$ cat src/dvi_pkg.sv
package dvi_pkg;

	// ---------------------------------------------------------------
	// widths and iteration counts
	// ---------------------------------------------------------------
	localparam int WORD_W      = 32;              // one data register
	localparam int HALF_W      = 16;              // half register
	localparam int PAIR_IDX_W  = 2;               // selects an odd:even pair
	localparam int REG_IDX_W   = 3;               // data register number
	localparam int CNT_W       = 6;               // iteration counter width
	localparam logic [CNT_W-1:0] ITER_FULL = 6'h20; // 32 iterations
	localparam logic [CNT_W-1:0] ITER_HALF = 6'h10; // 16 iterations
	localparam logic ODD_BIT   = 1'b1;            // low index bit, odd reg
	localparam logic EVEN_BIT  = 1'b0;            // low index bit, even reg
	localparam logic [HALF_W-1:0] HALF_ZERO = 16'h0000;

	// ---------------------------------------------------------------
	// operand width modes
	// ---------------------------------------------------------------
	typedef enum logic [1:0]
	{
		DVI_W32    = 2'h0,   // 32/32, full words
		DVI_W16_LO = 2'h1,   // 16-bit results in low halves
		DVI_W16_HI = 2'h2    // remainder in high half (alt placement)
	} dvi_mode_e;

	// ---------------------------------------------------------------
	// sequencer states, one-hot
	// ---------------------------------------------------------------
	typedef enum logic [2:0]
	{
		DVI_IDLE = 3'b001,
		DVI_RUN  = 3'b010,
		DVI_DONE = 3'b100
	} dvi_state_e;

	// operands loaded before the first iteration
	typedef struct packed
	{
		logic [WORD_W-1:0]     part;    // upper half of dividend
		logic [WORD_W-1:0]     quot;    // lower half of dividend
		logic [WORD_W-1:0]     negdiv;  // divisor, already negated
		logic [PAIR_IDX_W-1:0] pair;    // odd:even pair in use
		dvi_mode_e             mode;    // result width
	} dvi_load_s;

	// results presented after each iteration
	typedef struct packed
	{
		logic [WORD_W-1:0]    quot;     // quotient accumulation view
		logic [WORD_W-1:0]    rem;      // selected remainder view
		logic [REG_IDX_W-1:0] rem_idx;  // register that holds it
		logic                 trial_n;  // trial subtraction failed
		logic                 ovf;      // divide overflow seen
	} dvi_result_s;

endpackage

$ cat src/dvi_step.sv
`timescale 1ns/1ps

// one divide-iterate step, purely combinational
module dvi_step
	import dvi_pkg::*;
(
	// current operands
	input  wire logic [WORD_W-1:0] cur_hi,
	input  wire logic [WORD_W-1:0] cur_lo,
	input  wire logic [WORD_W-1:0] negdiv,
	// step results
	output logic      [WORD_W-1:0] shifted_hi,
	output logic      [WORD_W-1:0] sum_hi,
	output logic      [WORD_W-1:0] next_lo,
	output logic                   trial_n
);

	// ---------------------------------------------------------------
	// shift pair left, add negated divisor to the upper half
	// ---------------------------------------------------------------
	logic [WORD_W+1:0] sum_x;   // two guard bits keep the carry-out
	logic              qbit;    // quotient bit of this step

	always_comb
	begin
		// divisor msb lines up with dividend msb; the bit shifted out
		// of the upper half is kept as a 33rd bit of the trial value
		shifted_hi = {cur_hi[WORD_W-2:0], cur_lo[WORD_W-1]};
		sum_x      = {1'b0, cur_hi[WORD_W-1], shifted_hi}
		           + {2'b01, negdiv};
		// carry into bit 33 means the shifted value was >= divisor
		qbit       = sum_x[WORD_W+1];
		sum_hi     = sum_x[WORD_W-1:0];
		next_lo    = {cur_lo[WORD_W-2:0], qbit};
		trial_n    = ~qbit;
	end

endmodule

$ cat src/dvi_core.sv
`timescale 1ns/1ps

// Function
// (RL1) software keeps upper dividend below divisor
// (RL2) partial remainder odd, previous remainder even
// (RL3) first iteration never reads previous remainder
// (RL4) last flag picks remainder register
// (RL5) dividend is partial:quotient register pair
// (RL6) 32 by 32 ends after 32 iterations
// (RL7) 16-bit quotient low, upper half zero
// (RL8) 16-bit remainder one half, other zero
// (RL9) software issues exactly the alignment shift count
// (RL10) divisor msb aligned with dividend msb
// (RL11) software issues 16 iterations for halves
// (RL12) on overflow software widens or changes method
// (RL13) software negates divisor before first iteration
// (RL14) conditional field picks source by flag
// (RL15) shift, add, flag from sign, insert bit
module dvi_core
	import dvi_pkg::*;
(
	// clock and reset
	input  wire logic        clk,
	input  wire logic        rstn,
	// operand load
	input  wire logic        load_valid,
	input  wire dvi_load_s   load_data,
	// iteration issue
	input  wire logic        iter_valid,
	input  wire logic        iter_cond,
	// results
	output logic             busy,
	output logic             done,
	output dvi_result_s      result,
	output logic [REG_IDX_W-1:0] part_idx,
	output logic [REG_IDX_W-1:0] prev_idx
);

	// ---------------------------------------------------------------
	// state
	// ---------------------------------------------------------------
	dvi_state_e          state_q, state_d;      // sequencer
	logic [WORD_W-1:0]   part_q, part_d;        // partial remainder reg
	logic [WORD_W-1:0]   prev_q, prev_d;        // previous remainder reg
	logic [WORD_W-1:0]   quot_q, quot_d;        // quotient accum reg
	logic [WORD_W-1:0]   ndiv_q, ndiv_d;        // negated divisor reg
	logic [PAIR_IDX_W-1:0] pair_q, pair_d;      // selected pair
	dvi_mode_e           mode_q, mode_d;        // result width
	logic [CNT_W-1:0]    cnt_q, cnt_d;          // iterations done
	logic                n_q, n_d;              // trial flag
	logic                ovf_q, ovf_d;          // overflow seen
	logic                done_q, done_d;        // one-cycle done pulse
	dvi_result_s         res_q, res_d;          // registered outputs

	// step wiring
	logic [WORD_W-1:0]   cur_hi;                // chosen dividend source
	logic [WORD_W-1:0]   sh_hi;                 // restored shifted value
	logic [WORD_W-1:0]   sum_hi;                // trial sum
	logic [WORD_W-1:0]   nxt_lo;                // quotient after step
	logic                step_n;                // trial failed

	// ---------------------------------------------------------------
	// helpers
	// ---------------------------------------------------------------
	// iterations needed for a width mode
	function automatic logic [CNT_W-1:0] iters_for(input dvi_mode_e m);
		iters_for = (m == DVI_W32) ? ITER_FULL : ITER_HALF;
	endfunction

	// mask a 32-bit value to the half that the mode keeps
	function automatic logic [WORD_W-1:0] half_view(
		input dvi_mode_e   m,
		input logic        hi_half,
		input logic [WORD_W-1:0] v);
		if (m == DVI_W32)
			half_view = v;
		else if (hi_half)
			half_view = {v[WORD_W-1:HALF_W], HALF_ZERO};
		else
			half_view = {HALF_ZERO, v[HALF_W-1:0]};
	endfunction

	// ---------------------------------------------------------------
	// source selection and one iteration
	// ---------------------------------------------------------------
	// previous reg is only looked at when the conditional field is
	// given, so it may hold junk on the first step
	always_comb
	begin
		if (iter_cond && n_q)                       // RL14 RL3
			cur_hi = prev_q;
		else
			cur_hi = part_q;
	end

	dvi_step u_step
	(
		.cur_hi     (cur_hi),                       // RL5
		.cur_lo     (quot_q),
		.negdiv     (ndiv_q),                       // RL10
		.shifted_hi (sh_hi),
		.sum_hi     (sum_hi),
		.next_lo    (nxt_lo),
		.trial_n    (step_n)
	);

	// ---------------------------------------------------------------
	// next-state logic
	// ---------------------------------------------------------------
	always_comb
	begin
		state_d = state_q;
		part_d  = part_q;
		prev_d  = prev_q;
		quot_d  = quot_q;
		ndiv_d  = ndiv_q;
		pair_d  = pair_q;
		mode_d  = mode_q;
		cnt_d   = cnt_q;
		n_d     = n_q;
		ovf_d   = ovf_q;
		done_d  = 1'b0;
		case (state_q)
			DVI_IDLE, DVI_DONE:
			begin
				if (load_valid)
				begin
					// fresh operands; previous reg left as it is
					part_d  = load_data.part;
					quot_d  = load_data.quot;
					ndiv_d  = load_data.negdiv;
					pair_d  = load_data.pair;
					mode_d  = load_data.mode;
					cnt_d   = '0;
					n_d     = 1'b0;
					// upper half not below divisor: quotient won't fit
					ovf_d   = (load_data.part >= (-load_data.negdiv));
					state_d = DVI_RUN;
				end
			end
			DVI_RUN:
			begin
				if (iter_valid)
				begin
					prev_d = sh_hi;                  // RL15
					part_d = sum_hi;                 // RL15
					quot_d = nxt_lo;                 // RL15
					n_d    = step_n;                 // RL15
					cnt_d  = cnt_q + 6'h01;
					if (cnt_q + 6'h01 == iters_for(mode_q)) // RL6
					begin
						done_d  = 1'b1;
						state_d = DVI_DONE;
					end
				end
			end
			default:
			begin
				state_d = DVI_IDLE;
			end
		endcase
	end

	// ---------------------------------------------------------------
	// result views, registered
	// ---------------------------------------------------------------
	// the alternate 16-bit placement leaves the remainder high
	always_comb
	begin
		res_d.trial_n = n_d;
		res_d.ovf     = ovf_d;
		res_d.quot    = half_view(mode_d, 1'b0, quot_d);          // RL7
		if (n_d)                                                  // RL4
		begin
			res_d.rem     = half_view(mode_d, mode_d == DVI_W16_HI,
				prev_d);                                          // RL8
			res_d.rem_idx = {pair_d, EVEN_BIT};
		end
		else
		begin
			res_d.rem     = half_view(mode_d, mode_d == DVI_W16_HI,
				part_d);                                          // RL8
			res_d.rem_idx = {pair_d, ODD_BIT};
		end
	end

	// ---------------------------------------------------------------
	// registers
	// ---------------------------------------------------------------
	always_ff @(posedge clk)
	begin
		if (!rstn)
		begin
			state_q <= DVI_IDLE;
			part_q  <= '0;
			prev_q  <= '0;
			quot_q  <= '0;
			ndiv_q  <= '0;
			pair_q  <= '0;
			mode_q  <= DVI_W32;
			cnt_q   <= '0;
			n_q     <= 1'b0;
			ovf_q   <= 1'b0;
			done_q  <= 1'b0;
			res_q   <= '0;
		end
		else
		begin
			state_q <= state_d;
			part_q  <= part_d;
			prev_q  <= prev_d;
			quot_q  <= quot_d;
			ndiv_q  <= ndiv_d;
			pair_q  <= pair_d;
			mode_q  <= mode_d;
			cnt_q   <= cnt_d;
			n_q     <= n_d;
			ovf_q   <= ovf_d;
			done_q  <= done_d;
			res_q   <= res_d;
		end
	end

	// ---------------------------------------------------------------
	// outputs
	// ---------------------------------------------------------------
	assign busy     = (state_q == DVI_RUN);
	assign done     = done_q;
	assign result   = res_q;
	assign part_idx = {pair_q, ODD_BIT};                          // RL2
	assign prev_idx = {pair_q, EVEN_BIT};                         // RL2
endmodule

$ cat config.mk
export PLATFORM = sky130hd
export DESIGN_NAME = dvi_core
export DESIGN_NICKNAME = d
export VERILOG_FILES = /design/src/dvi_pkg.sv /design/src/dvi_step.sv /design/src/dvi_core.sv
export SDC_FILE = /design/constraint.sdc
export NUM_CORES = 1
export LEC_CHECK = 0
export ABC_AREA = 0
export BUFFER_PORTS_ARGS = -buffer_cell sky130_fd_sc_hd__buf_2
export CORE_ASPECT_RATIO = 0.8
export CORE_MARGIN = 3
export CORE_UTILIZATION = 45
export CTS_CLUSTER_DIAMETER = 120
export DETAILED_ROUTE_END_ITERATION = 8
export GPL_ROUTABILITY_DRIVEN = 0
export GPL_TIMING_DRIVEN = 0
export MAX_ROUTING_LAYER = met4
export PLACE_DENSITY = 0.68
export SLEW_MARGIN = 20
export SYNTH_ARGS = -nofsm -noshare
export SYNTH_HDL_FRONTEND = slang
export SYNTH_HIERARCHICAL = 1
export SYNTH_SLANG_ARGS = --single-unit
export TNS_END_PERCENT = 20
$ cat constraint.sdc
create_clock -name clk -period 4.1 [get_ports clk]
set_clock_uncertainty 0.1 [all_clocks]
set_input_delay 0.615 -clock clk [delete_from_list [all_inputs] [get_ports clk]]
set_output_delay 0.615 -clock clk [all_outputs]
set_load 0.01 [all_outputs]
==> results.json <==
{
  "avgSynthCellArea_um2": 8.53,
  "pin_count": 182,
  "clk_latency_ps": 450,
  "grt_remaining_overflow": 0,
  "leakagePower_uw": 0.00589,
  "fin_util_pct": 54.7,
  "yosysTopAreaCellShare_pct": 34.0,
  "status": "finished clean",
  "clockRootBuffer": "clkbuf_16",
  "grt_use_total_pct": 26.3,
  "synth-main-ff-cell": "dfxtp_1",
  "path_max_fanout": 10,
  "drc": 0,
  "setup_slack_ps": 111,
  "routedWlPerCell_um": 19.0,
  "numCtsBuffers": 17,
  "yosysUniqueCellTypes": 82,
  "final_cells": 1862,
  "peakVddDrop_mv": 0.305,
  "power_density_nw_per_um2": 351,
  "path_clk_slew_ps": 80,
  "htree_levels": 4,
  "ant_nets": 0,
  "cts.path.max_buffers": 2,
  "synth_top_cells_by_area": "dfxtp_1 34%, ha_1 7.3%, buf_4 5.8%",
  "synth_most_common_cell": "dfxtp_1",
  "max_freq_mhz": 251,
  "critPathLaunch": "result[1]$_SDFF_PN0_",
  "placed_area_um2": 12700,
  "core_um2": 24600,
  "holdWs_ps": 294,
  "worst_ep_required_time_ps": 4330,
  "crit_end": "result[23]$_SDFF_PN0_",
  "grt_max_degree": 21,
  "maxCapViolCount": 0,
  "min_path_type": "primary input to flip-flop",
  "num-fill-cells": 2304,
  "start_util_pct": 46.3,
  "syn_area_um2": 11400,
  "ys_ff_latch": 193,
  "rr_startpoint": "result[1]$_SDFF_PN0_",
  "rows": 51,
  "critPathKind": "flip-flop to flip-flop",
  "final.min_clock_period_ps": 3990,
  "die_h_um": 148,
  "clock_sinks": 193,
  "antenna_found_initial": 0,
  "reg2reg_depth": 16,
  "seq_area_frac_synth_pct": 34.0,
  "drive_above_1_share_pct": 26.5,
  "rsz0062_at_grt": "yes",
  "arrival_ps": 4220,
  "drt_iter0_markers": 882,
  "num_vias": 10600,
  "stdcell_area_um2": 13400,
  "r2r_end": "result[23]$_SDFF_PN0_",
  "routed_wirelength_um": 35400,
  "dpl.hpwl_um": 27400,
  "cts_tree": "done",
  "setup_violations": 0,
  "synth.net_count": 1506,
  "io_buffers": 178,
  "synthCells": 1334,
  "nNetsFinal": 1703,
  "antenna_cells": 0,
  "dieArea_um2": 27200,
  "dpl.cell_count": 1830,
  "critPathLaunchType": "flip-flop",
  "hold_violations": 0,
  "syn_to_final_growth_pct": 18.1,
  "synth_area_leader_cell": "dfxtp_1",
  "endpoint_kind": "flip-flop",
  "ys_async_sr_fraction_pct": 0,
  "drv_slew": 0,
  "dp_slack_ps": -1550,
  "slew_headroom_pct": 28.0,
  "yosysWarningCount": 6,
  "grt_pass1_vias": 9918,
  "tightest_slew_ps": 1080,
  "synthTopCellsByCount": "193 x dfxtp_1, 166 x nand2_1, 106 x a21oi_1",
  "vias_per_cell": 5.67,
  "fp.dieW_um": 184,
  "reg2reg_slack_ps": 110,
  "grt_pass1_wl_um": 54800,
  "finalCritPeriodShare_pct": 97.3,
  "synth_edf_count": 0,
  "drt_first_pass_iters": 5
}
-- through the flow --
step | TNS [ps] | power (µW)
floorplan | 0 | 2660
global placement | -50170 | 2980
detailed placement | -47090 | 2990
CTS | 0 | 4710
global route | -153 | 4910
finish | 0 | 4710
-- area by class of cell --
| cell class | instances | area [µm²] | area share, % |
|---|---|---|---|
| sequential | 193 | 3860 | 28.8 |
| buffer | 161 | 1010 | 7.53 |
| multi-input combinational | 960 | 6580 | 49.0 |
| clock inverter | 15 | 181 | 1.35 |
| timing repair buffer | 179 | 898 | 6.69 |
| tap | 318 | 398 | 2.96 |
| clock buffer | 17 | 425 | 3.17 |
| inverter | 19 | 71.3 | 0.531 |
-- metal layers --
metal	track usage, %	routed length, µm	vias to the layer above
met2	39.9	15300	483
met3	5.04	2960	46
met5	-	0	-
li1	-	-	5046
met1	36.9	16600	4977
met4	5.29	537	0
-- critical path, stage by stage, from the launching register on --
cell and delay, ps:
dfxtp_1 350, nand2_2 160, buf_4 260, mux2_2 420
ha_1 320, buf_6 150, a21oi_4 190, o21ai_2 120
a221oi_4 360, inv_2 100, nor2_2 200, o21a_1 170
nand2_1 70, o21ai_2 190, buf_4 300, nor2_1 70
a211oi_2 330
-- flip-flops by register name, indices dropped and copies added (netlist names) --
name     flops
cnt_q        6
done         1
mode_q       2
ndiv_q      32
pair_q       2
part_q      32
prev_q      32
quot_q      32
result      51
state_q      3
-- repair_timing --
action / CTS / global route
setup buffers: 0 / 1
gates cloned: 0 / 0
pin swaps: 0 / 4
setup endpoints to repair: 41 / 33
hold buffers: 0 / 0
gates resized for setup: 24 / 20
-- worst min path at each step --
stage                            startpoint                       to  slack [ps]  cells past startpoint
finish                         load_data[2]   pair_q[0]$_SDFFE_PN0P_         290                      3
floorplan            ndiv_q[0]$_SDFFE_PN0P_   ndiv_q[0]$_SDFFE_PN0P_         340                      2
global route                   load_data[3]   pair_q[1]$_SDFFE_PN0P_         320                      3
global placement    ndiv_q[19]$_SDFFE_PN0P_  ndiv_q[19]$_SDFFE_PN0P_         350                      2
detailed placement   ndiv_q[0]$_SDFFE_PN0P_   ndiv_q[0]$_SDFFE_PN0P_         350                      2
CTS                            load_data[2]   pair_q[0]$_SDFFE_PN0P_         280                      3
-- cells by family after synthesis --
family | after synthesis | share of synthesized area [%]
adder cells (fa/ha/maj) | 67 | 7.43
buffers and inverters | 181 | 9.33
flip-flops | 193 | 34.0
multiplexers | 67 | 6.26
AND/OR/NAND/NOR | 441 | 19.1
other | 2 | 0.0660
XOR/XNOR | 57 | 4.39
AO/OA/AOI/OAI | 326 | 19.5
-- report_power, final --
part           internal (µW)  switching, µW
Clock                    880            854
Sequential              1980           56.3
Combinational            398            546
Total                   3250           1460
-- placed cells by master (no fill, tap or decap), types with 38 or more instances in the layout --
cell type	n
a22oi_1	46
dfxtp_1	193
o21ai_0	38
nand2_1	164
buf_4	94
buf_2	197
ha_1	65
and2_1	45
nor2_1	100
a21oi_1	103
(Power assumes the default switching activity.)
